==> config.mk <==
export PLATFORM = sky130hd
export DESIGN_NAME = lane_signal_interlock
export DESIGN_NICKNAME = d
export VERILOG_FILES = /design/src/core/lane_signal_pkg.sv /design/src/core/lane_signal_interlock.sv /design/src/core/input_debounce.sv
export VERILOG_INCLUDE_DIRS = /design/src /design/src/core
export SDC_FILE = /design/constraint.sdc
export NUM_CORES = 1
export LEC_CHECK = 0
export BUFFER_PORTS_ARGS = -buffer_cell sky130_fd_sc_hd__buf_2
export CELL_PAD_IN_SITES_DETAIL_PLACEMENT = 1
export CELL_PAD_IN_SITES_GLOBAL_PLACEMENT = 2
export CORE_ASPECT_RATIO = 1.1
export CORE_MARGIN = 10
export CORE_UTILIZATION = 37
export DETAILED_ROUTE_END_ITERATION = 12
export MAX_ROUTING_LAYER = met4
export PLACE_DENSITY_LB_ADDON = 0.08
export RECOVER_POWER = 50
export SETUP_SLACK_MARGIN = 0.1
export SYNTH_ARGS = -nofsm -noshare
export SYNTH_HDL_FRONTEND = slang
export SYNTH_SLANG_ARGS = --single-unit
==> constraint.sdc <==
create_clock -name clk_sys -period 2.45 [get_ports clk_sys]
set_clock_uncertainty 0.1 [all_clocks]
set_input_delay 0.245 -clock clk_sys [delete_from_list [all_inputs] [get_ports clk_sys]]
set_output_delay 0.245 -clock clk_sys [all_outputs]
set_load 0.03 [all_outputs]
==> src/core/lane_signal_regs.svh <==
// timing counts, limits and codes for the lane signal interlock
// assumes a single 20 MHz system clock
`ifndef LANE_SIGNAL_REGS_SVH
`define LANE_SIGNAL_REGS_SVH
`define CLK_PERIOD_NS 50
`define DEB_TIME_NS 1000
`define DEGRADE_TIME_MS 500
`define MAX_GROUP_MEMBERS 30
`define FACE_UNKNOWN 4'hF
`define ASP_FWD_CROSS 0
`define ASP_FWD_ARROW 1
`define ASP_REV_CROSS 2
`define ASP_REV_ARROW 3
`endif

==> src/core/lane_signal_pkg.sv <==
// types for the lane signal interlock
// assumes lane_signal_regs.svh for numeric constants
package lane_signal_pkg;
   typedef struct packed {
      logic rev_arrow;
      logic rev_cross;
      logic fwd_arrow;
      logic fwd_cross;
   } aspect_t;

   // chain: perm is daisy-chained, grp is the chain end returned to all members
   typedef struct packed {
      logic [1:0] perm;
      logic [1:0] grp;
      logic health;
   } ilk_in_t;

   typedef struct packed {
      logic [1:0] perm;
      logic health;
   } ilk_out_t;

   typedef enum logic [2:0] {
      ST_BLANK = 3'b001,
      ST_RUN = 3'b010,
      ST_LATCHED = 3'b100
   } ilk_state_t;

   // default face table: 0 blank, 1 fwd cross, 2 fwd arrow + rev cross,
   // 3 rev cross, 4 rev arrow + fwd cross, 5 both crosses, rest blank
   localparam aspect_t [15:0] FACE_MAP_DEF = {
      {10{4'h0}}, 4'h5, 4'h9, 4'h4, 4'h6, 4'h1, 4'h0};
endpackage : lane_signal_pkg

==> src/core/lane_signal_interlock.sv <==
// lane control signal: face decode, face and group interlock, monitor code, backup emitters
// assumes pins asynchronous to clk_sys (20 MHz) and peers joined on the interlock chain
`include "lane_signal_regs.svh"

// Functional notes
// RULE1: never light forward and rearward arrows together; block such requests.
// RULE2: arrow lit only while whole group shows cross on the reverse face.
// RULE3: group decision uses only the interlock chain, nothing supervisory.
// RULE4: chain works for one up to thirty members.
// RULE5: a failed lit cross withdraws group permit, removing reverse arrows everywhere.
// RULE6: interlock fault removes arrows and keeps requested crosses lit.
// RULE7: momentary interlock faults are latched and keep arrows off.
// RULE8: the fault latch clears only when the drive code changes.
// RULE9: other permitted aspects stay selectable while arrows are blocked.
// RULE10: cross of a blocked cross-plus-arrow request lights at once.
// RULE11: deferred arrow lights when permitted if the request is unchanged.
// RULE12: monitor code reports the face actually lit.
// RULE13: arrows removed by interlock never raise lamp failure.
// RULE14: bypass link passes the chain straight through.
// RULE15: switch to backup emitter well within half a second.
// RULE16: four drive inputs select one face combination.
// RULE17: four monitor outputs derived from sensed lamp state.
// RULE18: after reset nothing lit, then follow drive code.
// RULE19: arrow never lit without a lit cross on the reverse face.
// RULE20: drive and interlock inputs synchronised and debounced; change by compare. The health line is only synchronised, not debounced.
// RULE21: face code table is a parameter.
module lane_signal_interlock import lane_signal_pkg::*; #(
   parameter aspect_t [15:0] FACE_MAP = FACE_MAP_DEF,
   parameter int MAX_MEMBERS = `MAX_GROUP_MEMBERS,
   parameter int DEB_CYCLES = (`DEB_TIME_NS + `CLK_PERIOD_NS - 1) / `CLK_PERIOD_NS,
   parameter int DEGRADE_CYCLES = (`DEGRADE_TIME_MS * 1000000) / `CLK_PERIOD_NS
)(
   input wire logic clk_sys,
   input wire logic resetn,
   input wire logic [3:0] drive_code,
   input wire logic [3:0] lamp_ok,
   input wire logic [3:0] primary_ok,
   input wire logic ilk_bypass,
   input wire ilk_in_t ilk_in,
   output ilk_out_t ilk_out,
   output aspect_t lamp_drive,
   output logic [3:0] backup_sel,
   output logic [3:0] mon_code,
   output logic [3:0] lamp_fail,
   output logic ilk_fault,
   output logic ilk_latched
);
   localparam int SETTLE = DEB_CYCLES + 4;
   localparam int SW = $clog2(SETTLE + 1);

   if (MAX_MEMBERS < 1 || MAX_MEMBERS > `MAX_GROUP_MEMBERS) begin : g_bad_members
      $error("member count out of range");
   end
   if (SETTLE + 2 >= DEGRADE_CYCLES) begin : g_bad_degrade
      $error("debounce too slow for emitter switchover");
   end

   function automatic logic [3:0] code_of(input aspect_t lit);
      logic [3:0] c;
      c = `FACE_UNKNOWN;
      for (int i = 15; i >= 0; i--) begin
         if (FACE_MAP[i] == lit) c = 4'(i);
      end
      return c;
   endfunction : code_of

   // synchronised and filtered pins
   logic [3:0] code_s, lamp_ok_s, prim_s;
   logic [1:0] perm_s, grp_s;
   logic bypass_s, health_s, code_valid;

   input_debounce #(.W(17), .STABLE(DEB_CYCLES)) u_deb ( // RULE20
      .clk_sys(clk_sys),
      .resetn(resetn),
      .pin({ilk_bypass, ilk_in.grp, ilk_in.perm, primary_ok, lamp_ok, drive_code}),
      .value({bypass_s, grp_s, perm_s, prim_s, lamp_ok_s, code_s}),
      .valid(code_valid)
   );

   // health is only synchronised, not filtered, so that a one-cycle drop is still seen;
   // reset to the intact level so that no false fault follows reset
   logic health_s1_ff, health_s2_ff;
   always_ff @(posedge clk_sys) begin
      if (!resetn) begin
         health_s1_ff <= 1'b1;
         health_s2_ff <= 1'b1;
      end else begin
         health_s1_ff <= ilk_in.health;
         health_s2_ff <= health_s1_ff;
      end
   end
   assign health_s = health_s2_ff; // RULE20

   ilk_state_t state_ff, nxt_state;
   aspect_t drive_ff, nxt_drive, req, lit;
   logic [3:0] code_prev_ff, mon_ff, nxt_mon, fail_ff, nxt_fail, bk_ff, nxt_bk;
   logic [1:0] pout_ff, nxt_pout;
   logic hout_ff, nxt_hout, fault_ff, nxt_fault;
   logic code_chg, fault, allow_f, allow_r, dual;
   logic [3:0] settled;

   assign req = FACE_MAP[code_s]; // RULE16 RULE21
   assign lit = drive_ff & lamp_ok_s; // RULE17
   assign code_chg = code_s != code_prev_ff; // RULE20
   assign fault = !health_s; // RULE6 RULE7
   assign dual = req.fwd_arrow && req.rev_arrow;

   // arrow permits come from the chain and the own lit cross
   assign allow_f = grp_s[0] && lit.rev_cross && !fault && !dual; // RULE1 RULE2 RULE3 RULE19
   assign allow_r = grp_s[1] && lit.fwd_cross && !fault && !dual; // RULE1 RULE2 RULE3 RULE19

   always_comb begin
      nxt_state = state_ff;
      nxt_drive = '0;
      case (state_ff)
         ST_BLANK: begin
            if (code_valid) nxt_state = ST_RUN; // RULE18
         end
         ST_RUN: begin
            if (fault) nxt_state = ST_LATCHED; // RULE7
         end
         ST_LATCHED: begin
            if (code_chg && !fault) nxt_state = ST_RUN; // RULE8
         end
         default: nxt_state = ST_BLANK;
      endcase
      if (state_ff != ST_BLANK) begin
         nxt_drive.fwd_cross = req.fwd_cross; // RULE6 RULE9 RULE10
         nxt_drive.rev_cross = req.rev_cross; // RULE6 RULE9 RULE10
         if (state_ff == ST_RUN && !fault) begin
            nxt_drive.fwd_arrow = req.fwd_arrow && allow_f; // RULE11
            nxt_drive.rev_arrow = req.rev_arrow && allow_r; // RULE11
         end
      end
   end

   // chain outputs: own lit cross joins the permit, bypass links through
   always_comb begin
      if (bypass_s) begin
         nxt_pout = perm_s; // RULE14
      end else begin
         nxt_pout[0] = perm_s[0] && lit.rev_cross; // RULE4 RULE5
         nxt_pout[1] = perm_s[1] && lit.fwd_cross; // RULE4 RULE5
      end
      nxt_hout = health_s;
      nxt_fault = fault;
      nxt_mon = code_of(lit); // RULE12
   end

   // per aspect: failure report and backup switchover once drive has settled
   generate
      for (genvar g = 0; g < 4; g++) begin : g_asp
         logic [SW-1:0] on_cnt_ff, nxt_on_cnt;
         always_comb begin
            nxt_on_cnt = on_cnt_ff;
            if (!drive_ff[g]) begin
               nxt_on_cnt = '0;
            end else if (on_cnt_ff < SW'(SETTLE)) begin
               nxt_on_cnt = on_cnt_ff + SW'(1);
            end
         end
         always_ff @(posedge clk_sys) begin
            if (!resetn) begin
               on_cnt_ff <= '0;
            end else begin
               on_cnt_ff <= nxt_on_cnt;
            end
         end
         assign settled[g] = on_cnt_ff == SW'(SETTLE);
         assign nxt_fail[g] = settled[g] && drive_ff[g] && !lamp_ok_s[g]; // RULE13
         assign nxt_bk[g] = bk_ff[g] || (settled[g] && !prim_s[g]); // RULE15
      end
   endgenerate

   always_ff @(posedge clk_sys) begin
      if (!resetn) begin
         state_ff <= ST_BLANK;
         drive_ff <= '0;
         code_prev_ff <= 4'h0;
         mon_ff <= `FACE_UNKNOWN;
         fail_ff <= 4'h0;
         bk_ff <= 4'h0;
         pout_ff <= 2'h0;
         hout_ff <= 1'b0;
         fault_ff <= 1'b0;
      end else begin
         state_ff <= nxt_state;
         drive_ff <= nxt_drive;
         code_prev_ff <= code_s;
         mon_ff <= nxt_mon;
         fail_ff <= nxt_fail;
         bk_ff <= nxt_bk;
         pout_ff <= nxt_pout;
         hout_ff <= nxt_hout;
         fault_ff <= nxt_fault;
      end
   end

   assign lamp_drive = drive_ff;
   assign backup_sel = bk_ff;
   assign mon_code = mon_ff;
   assign lamp_fail = fail_ff;
   assign ilk_out.perm = pout_ff;
   assign ilk_out.health = hout_ff;
   assign ilk_fault = fault_ff;
   assign ilk_latched = state_ff[2];
endmodule : lane_signal_interlock

==> src/core/input_debounce.sv <==
// two-flop synchroniser plus stability filter for a group of pin inputs
// assumes pins are asynchronous to clk_sys
module input_debounce #(
   parameter int W = 1,
   parameter int STABLE = 1
)(
   input wire logic clk_sys,
   input wire logic resetn,
   input wire logic [W-1:0] pin,
   output logic [W-1:0] value,
   output logic valid
);
   localparam int CW = $clog2(STABLE + 1);
   localparam logic [CW-1:0] CMAX = CW'(STABLE);
   logic [W-1:0] sync1_ff, sync2_ff, stable_ff, nxt_stable, last_ff;
   logic [CW-1:0] cnt_ff, nxt_cnt;
   logic valid_ff, nxt_valid;

   if (W < 1 || STABLE < 1) begin : g_bad_param
      $error("input_debounce: bad parameters");
   end

   always_comb begin
      nxt_stable = stable_ff;
      nxt_valid = valid_ff;
      nxt_cnt = cnt_ff;
      if (sync2_ff != last_ff) begin
         nxt_cnt = CW'(1);
      end else if (cnt_ff < CMAX) begin
         nxt_cnt = cnt_ff + CW'(1);
      end
      if (sync2_ff == last_ff && cnt_ff >= CMAX - CW'(1)) begin
         nxt_stable = sync2_ff;
         nxt_valid = 1'b1;
      end
   end

   always_ff @(posedge clk_sys) begin
      if (!resetn) begin
         sync1_ff <= '0;
         sync2_ff <= '0;
         last_ff <= '0;
         stable_ff <= '0;
         cnt_ff <= '0;
         valid_ff <= 1'b0;
      end else begin
         sync1_ff <= pin;
         sync2_ff <= sync1_ff;
         last_ff <= sync2_ff;
         stable_ff <= nxt_stable;
         cnt_ff <= nxt_cnt;
         valid_ff <= nxt_valid;
      end
   end

   assign value = stable_ff;
   assign valid = valid_ff;
endmodule : input_debounce

# Word level (Yosys, flattened, before mapping)
# Memory sizes are Yosys's and may differ from the RTL's. A register that Yosys moved wholly into a read port is not among the register bits.
# Cells that the tools add are included.
# totals
reg_bits,123
mem_bits_ro,64
in_bits,20
output_inout_bits,21
memories,1
# memory_table
memory,depth,word_bits,read_ports,rd_ports_with_merged_regs,write_ports,line,source
(no name shown),16,4,1,1,0,lane_signal_interlock.sv:102,assign req = FACE_MAP[code_s];
# op_classes
add_sub_neg,5
magnitude_cmp,7
eq_ne,19
mux,16
bitwise,2
reduce_logical,50
# op_table
operator,count
$mux 4,9
$logic_and 1x1->1,26
$add 5x1->5 const B,5
$lt 5x5->1 const B,5
$eq 5x5->1 const B,4
$eq 17x17->1,1
$ne 17x17->1,1
$eq 3x4->1 const A,3
$logic_not 1->1,10
$reduce_and 2->1,5
$mux 3,3
$pmux 3 s3,1
$reduce_and 3->1,2
$ge 5x5->1 const B,1
$lt 4x5->1 const B,1
$and 4x4->4,1
$eq 1x4->1 const A,1
$eq 4x4->1 const A,1
$logic_not 4->1,1
$logic_or 1x1->1,4
$ne 2x2->1 const B,2
$ne 4x4->1,1
$eq 3x1->1 const B,1
$eq 3x2->1 const B,1
8 further kinds,9

# Logic depth before layout (Yosys ltp)
# Gate-level depths: netlist (run 1).
# depth
word_depth,8
mapped_depth,7

# Modules after synthesis
# A second synthesis (run 1) with hierarchy kept.
# unflattened
cells_unflattened,446
area_unflattened_um2,4426.7
# modules_own_cells
mod,n_inst,cells_each,area_per_inst_um2,seq_area_each_um2
input_debounce,1,232,2453.6,1481.4
lane_signal_interlock,1,214,1973.1,980.9

# Worst setup path after synthesis (run 1)
# No wires, ideal clock.
# synth_timing
path_type,register to register
startpoint,register u_deb.cnt_ff[0]
endpoint,"register u_deb.valid_ff, in the netlist u_deb.valid"
setup_time_ps,115
t_arrival_ps,1516
t_required_ps,2235
slack_ps,719
stages_incl_launch_ff,7
path_buffers,2
cell_sequence,dfxtp_1 ha_1 a2111oi_0 and4b_1 buf_6 buf_12 o21a_1
# synth_between
elab_chain_cells,2
# synth_rtl
element,line,source
start: declaration,input_debounce.sv:16,"logic [CW-1:0] cnt_ff, nxt_cnt;"
start signal: assignment,input_debounce.sv:51,cnt_ff <= nxt_cnt;
$ge 5x5->1,input_debounce.sv:32,if (sync2_ff == last_ff && cnt_ff >= CMAX - CW'(1)) begin
$logic_and 1x1->1,input_debounce.sv:32,
end signal: assignment,input_debounce.sv:52,valid_ff <= nxt_valid;
end: declaration,input_debounce.sv:17,"logic valid_ff, nxt_valid;"
# No other way between the ends.
# A chain may end at the register's enable or synchronous reset.

# Worst setup path in the final report (run 1)
# Same ends and word-level chain as after synthesis.

==> results.cfg, run 1 <==
[placement]
gp_congestion = 0.7560
port_buffers = 40
dp_cells = 646
place_ws_ps = 507.9
post-dp-hpwl_um = 6551

[yosys]
synth_edf_count = 0
synth.area.top_cells = dfxtp_1, nand2_1, mux2i_1, and2_1, xnor2_1
async_flop_share_pct = 0
yosys_warnings = 0
synth_cell_type_count = 41
yosysSeqAreaShare_pct = 56.01
synth_compound_area_share_pct = 4.713
synth-simple-area-share_pct = 20.76
synth.avg_cell_area_sq_um = 9.804
netlist.area_leader.share_pct = 56.01
synth_ff_type = dfxtp_1
yosysMostFrequentCell = dfxtp_1
synthXorXnorAreaFrac_pct = 5.981
synth_seq_cells = 127
syn_area_sq_um = 4539
synth_adder_area_share_pct = 2.701
synth_top_family_by_area = simple AND/OR/NAND/NOR gates
muxShareOfSynthArea_pct = 4.851
yosysTopAreaCell = dfxtp_1
syn_nets = 492
postSynthCellCount = 463
yosys-top-cells-count = dfxtp_1, nand2_1, nor2_1, and2_1, inv_1

[finish]
fin_nets = 558
area_delta_synth_final_pct = 23.15
fin_cells = 694
drive_gt1_share_pct = 13.70
diodes = 0
num-fill-cells = 1353
seqCellArea_sq_um = 2542
multiInputGateArea_sq_um = 1770

[min_path]
hold_path.class = input port to flop

[timing]
slew_violations = 0
worstMarginPinSlew_ps = 779.7
postLayoutSetupSlackWorst_ps = 510.0
tns_ps = 0
rsz0062_at_grt = no
setup_viol = 0
hold_viol = 0
slew_headroom_pct = 48.02
finalCritPeriodShare_pct = 79.18
fmax_mhz = 515.5
whs_ps = 269.6
min_period_ps = 1940

[run_status]
outcome = complete, no violations

[die]
die_h_um = 136.2
die_w_um = 125.6
start_util_pct = 37.72
ios = 41
core_sq_um = 12030
fp-row-count = 42
dieArea_sq_um = 17100

[clocking]
clkSlewWorstSetupHoldPaths_ps = 50
cts-root-buf = clkbuf_16
clk_latency_ps = 410
ctsResizeCount = 0
cts_htree_levels = 4
cts_hold_buf = 18
post_cts_buffers = 0
clock_path_buffers = 2
numCtsBuffers = 17
cts_tree = yes
clock_sinks = 127

[detailed_routing]
dr_wl_met2_um = 4266
highest_layer = met4
first_pass_iters = 4
drt_iter0_markers = 147
route.layer.met1.wl_um = 4775
vias_per_cell = 4.633
wl_um = 9546
ant_nets = 0
vias = 3215
wl_per_cell_um = 13.76
route.detailed.drc = 0
wl_met3_um = 336

[flow_run]
drv_cap = 0

[setup_path]
critical_path_class = flop to flop
end_kind = flop
required_ps = 2650
cp_max_fo = 22
cp_top_family = compound AO/OA/AOI/OAI gates
cp_cell_sequence = ha_1 -> a2111oi_0 -> and4b_1 -> buf_4 -> o21a_1
worstPathArrival_ps = 2140
cp-start-kind = flop
crit_buf_inv = 1
cp_slowest_stage_delay_ps = 410
cpMaxStageDelayCell = a2111oi_0

[global_routing]
grt_max_degree = 39
grt_overflow = 0
grt_pass1_wl_um = 16510
grt_use_total_pct = 12.40
grt_pass1_vias = 3417
antenna_found_initial = 0

[power]
p_leak_nw = 2.332
p_per_area_nw_per_um2 = 827.6
peakVddDrop_mv = 0.4809
[power breakdown]
part / leakage [nW] / internal (W) / total (W) / switching [W]
sequential: 1.03 / 0.00211 / 0.00213 / 0.0000174
clock: 0.284 / 0.00151 / 0.00235 / 0.000848
combinational: 1.01 / 0.0000709 / 0.000146 / 0.0000749
[per-stage QoR]
stage / total power, W / util [%] / instance area [sq um]
finish: 0.004626 / 46.45 / 5590
detailed placement: 0.002298 / 40.35 / 4856
global placement: 0.002295 / 40.35 / 4856
floorplan: 0.002254 / - / 4539
global route: 0.004812 / 46.45 / 5590
CTS: 0.004697 / 46.49 / 5594
[cell usage in the layout (no fill, tap or decap), drive strengths merged, types with 2 or more instances in the layout]
| cell type | Yosys | layout |
|---|---|---|
| o211ai | 3 | 3 |
| nor3b | 4 | 4 |
| and2 | 35 | 35 |
| buf | 8 | 41 |
| nand4 | 7 | 7 |
| o21ai | 6 | 6 |
| ha | 9 | 9 |
| nand3b | 2 | 2 |
| xor2 | 11 | 11 |
| clkinv | 0 | 6 |
| dlygate4sd3 | 0 | 18 |
| dfxtp | 127 | 127 |
| a21oi | 9 | 9 |
| inv | 34 | 34 |
| nand4b | 4 | 4 |
| mux2i | 22 | 22 |
| xnor2 | 20 | 20 |
| nor3 | 14 | 14 |
| nand3 | 17 | 17 |
| a31oi | 11 | 11 |
| nand2b | 3 | 3 |
| nor2 | 36 | 36 |
| nand2 | 62 | 62 |
| clkbuf | 6 | 25 |
| nor4 | 2 | 2 |
[worst paths after layout]
| check | to | slack [ps] | depth (start not counted) | from |
|---|---|---|---|---|
| worst max-delay path | u_deb.valid | 510 | 5 | u_deb.cnt_ff[0] |
| worst min-delay path | health_s1_ff | 270 | 2 | resetn |
| worst max register to register | u_deb.valid | 510 | 5 | u_deb.cnt_ff[0] |
| worst min register to register | health_s | 310 | 1 | health_s1_ff |
[per-layer routing]
metal	GRT usage, %	vias to the layer above
met2	18.30	55
met5	-	-
met4	6.914	0
met1	14.78	1495
met3	3.818	13
li1	-	1652
[final cells by class]
| class | count | area share [%] |
|---|---|---|
| clock buffers | 23 | 8.908 |
| flip-flops and latches | 127 | 45.48 |
| inverters | 34 | 2.283 |
| repair buffers | 61 | 7.140 |
| well taps | 154 | 3.447 |
| multi-input cells | 288 | 31.67 |
| clock inverters | 7 | 1.074 |
[state kept, by name, indices dropped and copies added (netlist names), 5 cells and up]
name / count
u_deb.sync1_ff: 17
u_deb.value: 17
g_asp.on_cnt_ff: 20
u_deb.last_ff: 17
u_deb.cnt_ff: 5
u_deb.sync2_ff: 17
[cells by family after synthesis]
group / Yosys count
mux: 22
xor+xnor: 31
fa+ha+maj: 10
simple gates: 190
compound gates: 35
flops: 127
buf+inv: 48
Power figures use the tool's default switching activity.
==> run 2, diff against run 1 <==
CORE_UTILIZATION = 33   (was 37)
clock period = 1.7 ns   (was 2.45 ns; I/O delays follow)
==> run 2 against run 1 <==
  * The run now ends with setup timing left
  * Die area increased by 10%
  * Combinational power increased by 56%
  * Register-to-register slack got worse by 510 ps
  * Critical path depth increased by 1
  * Maximum frequency increased by 14%
  * Utilization decreased by 2.8 points
  * Design area increased by 4.0%
  * Setup slack got worse by 510 ps
  * Largest cell class unchanged
==> results.cfg, run 2 (synthesized netlist as in run 1, its figures left out) <==
[run_status]
outcome = finished, violations left
violations = setup timing

[global_routing]
antenna_found_initial = 0
grt_pass1_vias = 3314
grt_max_degree = 31
grt_overflow = 0
grt_use_total_pct = 11.21
grt_pass1_wl_um = 16440

[setup_path]
cp.depth = 6
worstPathArrival_ps = 1940
end_kind = flop
critical_path.endpoint = u_deb.value[3]
required_ps = 1940
crit_buf_inv = 1
cpMaxStageDelayCell = dfxtp_2
critical_path_class = flop to flop
cp_top_family = simple AND/OR/NAND/NOR gates
r2r_end = u_deb.value[3]
cp_cell_sequence = xnor2_1 -> nand4_1 -> nor3_2 -> and4b_4 -> buf_12 -> mux2i_1
rr_startpoint = u_deb.sync2_ff[9]
cp_max_fo = 11
r2r_setup_slack_ps = -5
cp-start-kind = flop
worst-r2r-cell-count = 6
crit_start = u_deb.sync2_ff[9]
cp_slowest_stage_delay_ps = 330

[power]
peakVddDrop_mv = 0.6611
p_per_area_nw_per_um2 = 1149
p_leak_nw = 2.394

[clocking]
clkSlewWorstSetupHoldPaths_ps = 60
cts_tree = yes
clock_path_buffers = 2
cts_htree_levels = 4
cts-root-buf = clkbuf_16
clock_sinks = 127
numCtsBuffers = 17
clk_latency_ps = 420

[detailed_routing]
drt_iter0_markers = 176
ant_nets = 0
route.detailed.drc = 0
first_pass_iters = 4
vias = 3294
vias_per_cell = 4.482
wl_per_cell_um = 13.53
wl_um = 9944

[timing]
tns_ps = -8.779
worstMarginPinSlew_ps = 620.4
finalCritPeriodShare_pct = 100.3
hold_viol = 0
slew_violations = 0
rsz0062_at_grt = yes
fmax_mhz = 586.5
setup_viol = 4
slew_headroom_pct = 58.64
postLayoutSetupSlackWorst_ps = -4.928
min_period_ps = 1705

[placement]
place_ws_ps = -87.85
post-dp-hpwl_um = 6852
placed_area_sq_um = 4969
gp_congestion = 0.7536
port_buffers = 40

[finish]
drive_gt1_share_pct = 18.33
regMostFlops = g_asp.on_cnt_ff
area_delta_synth_final_pct = 28.09
fin_nets = 568
layout_commonest_cell = dfxtp_1
utilization_pct = 43.64
diodes = 0
layout_common_cells = dfxtp_1, nand2_1, buf_2
largest_reg_flops = 20
fin_area_sq_um = 5814

[die]
ios = 41
dieArea_sq_um = 18850
die_h_um = 143.0
start_util_pct = 34.07
core_sq_um = 13320
die_w_um = 131.8
fp-row-count = 44

[min_path]
hold_path.class = input port to flop

[flow_run]
drv_cap = 0
==> run 2: per-layer routing <==
metal	vias up	routed length (um)	track usage [%]
li1	1672	-	-
met1	1551	4911	13.62
met2	58	4544	16.67
met3	13	305	3.228
met4	0	182	5.800
met5	-	0	-
==> run 2: worst min-delay path: cells and delay by family <==
family / cells / cell delay, ps
buffers and inverters: 2 / 260
AND/OR/NAND/NOR: 1 / 170
==> run 2: area by class of cell <==
cell class              count  area (sq um)
multi-input cells         288          1848
flip-flops and latches    127          2552
repair buffers             71         504.2
clock inverters             7         60.06
clock buffers              24         491.7
inverters                  34         127.6
well taps                 184         230.2
fillers                  1522          7508
==> run 2: how the worst min path moves through the flow <==
| stage | slack, ps | startpoint | to | cells after the start |
|---|---|---|---|---|
| detailed placement | 260 | ilk_in[0] | health_s1_ff | 2 |
| global placement | 250 | ilk_in[0] | health_s1_ff | 2 |
| floorplan | 170 | ilk_in[0] | health_s1_ff | 1 |
| global route | 170 | resetn | hout_ff | 3 |
| finish | 140 | resetn | hout_ff | 3 |
| CTS | 8 | resetn | hout_ff | 3 |
==> run 2: where the power goes <==
part,switching [W],internal (W),total (W)
sequential,0.0000293,0.00304,0.00307
combinational,0.000112,0.000116,0.000228
clock,0.00124,0.00214,0.00338
==> run 2: repair_timing <==
action / CTS / global route
setup buffers: 0 / 0
pin swaps: 2 / 1
setup endpoints to repair: 23 / 28
hold endpoints to repair: 18 / 0
cloned: 0 / 2
hold buffers: 18 / 0
gates resized for setup: 8 / 13
==> run 2: stage by stage <==
stage	instances	power, W	hold slack (ps)
floorplan	463	0.003249	171.5
global placement	684	0.003320	250.8
detailed placement	684	0.003324	260.5
CTS	733	0.006774	8.425
global route	735	0.006940	169.3
finish	735	0.006678	139.5
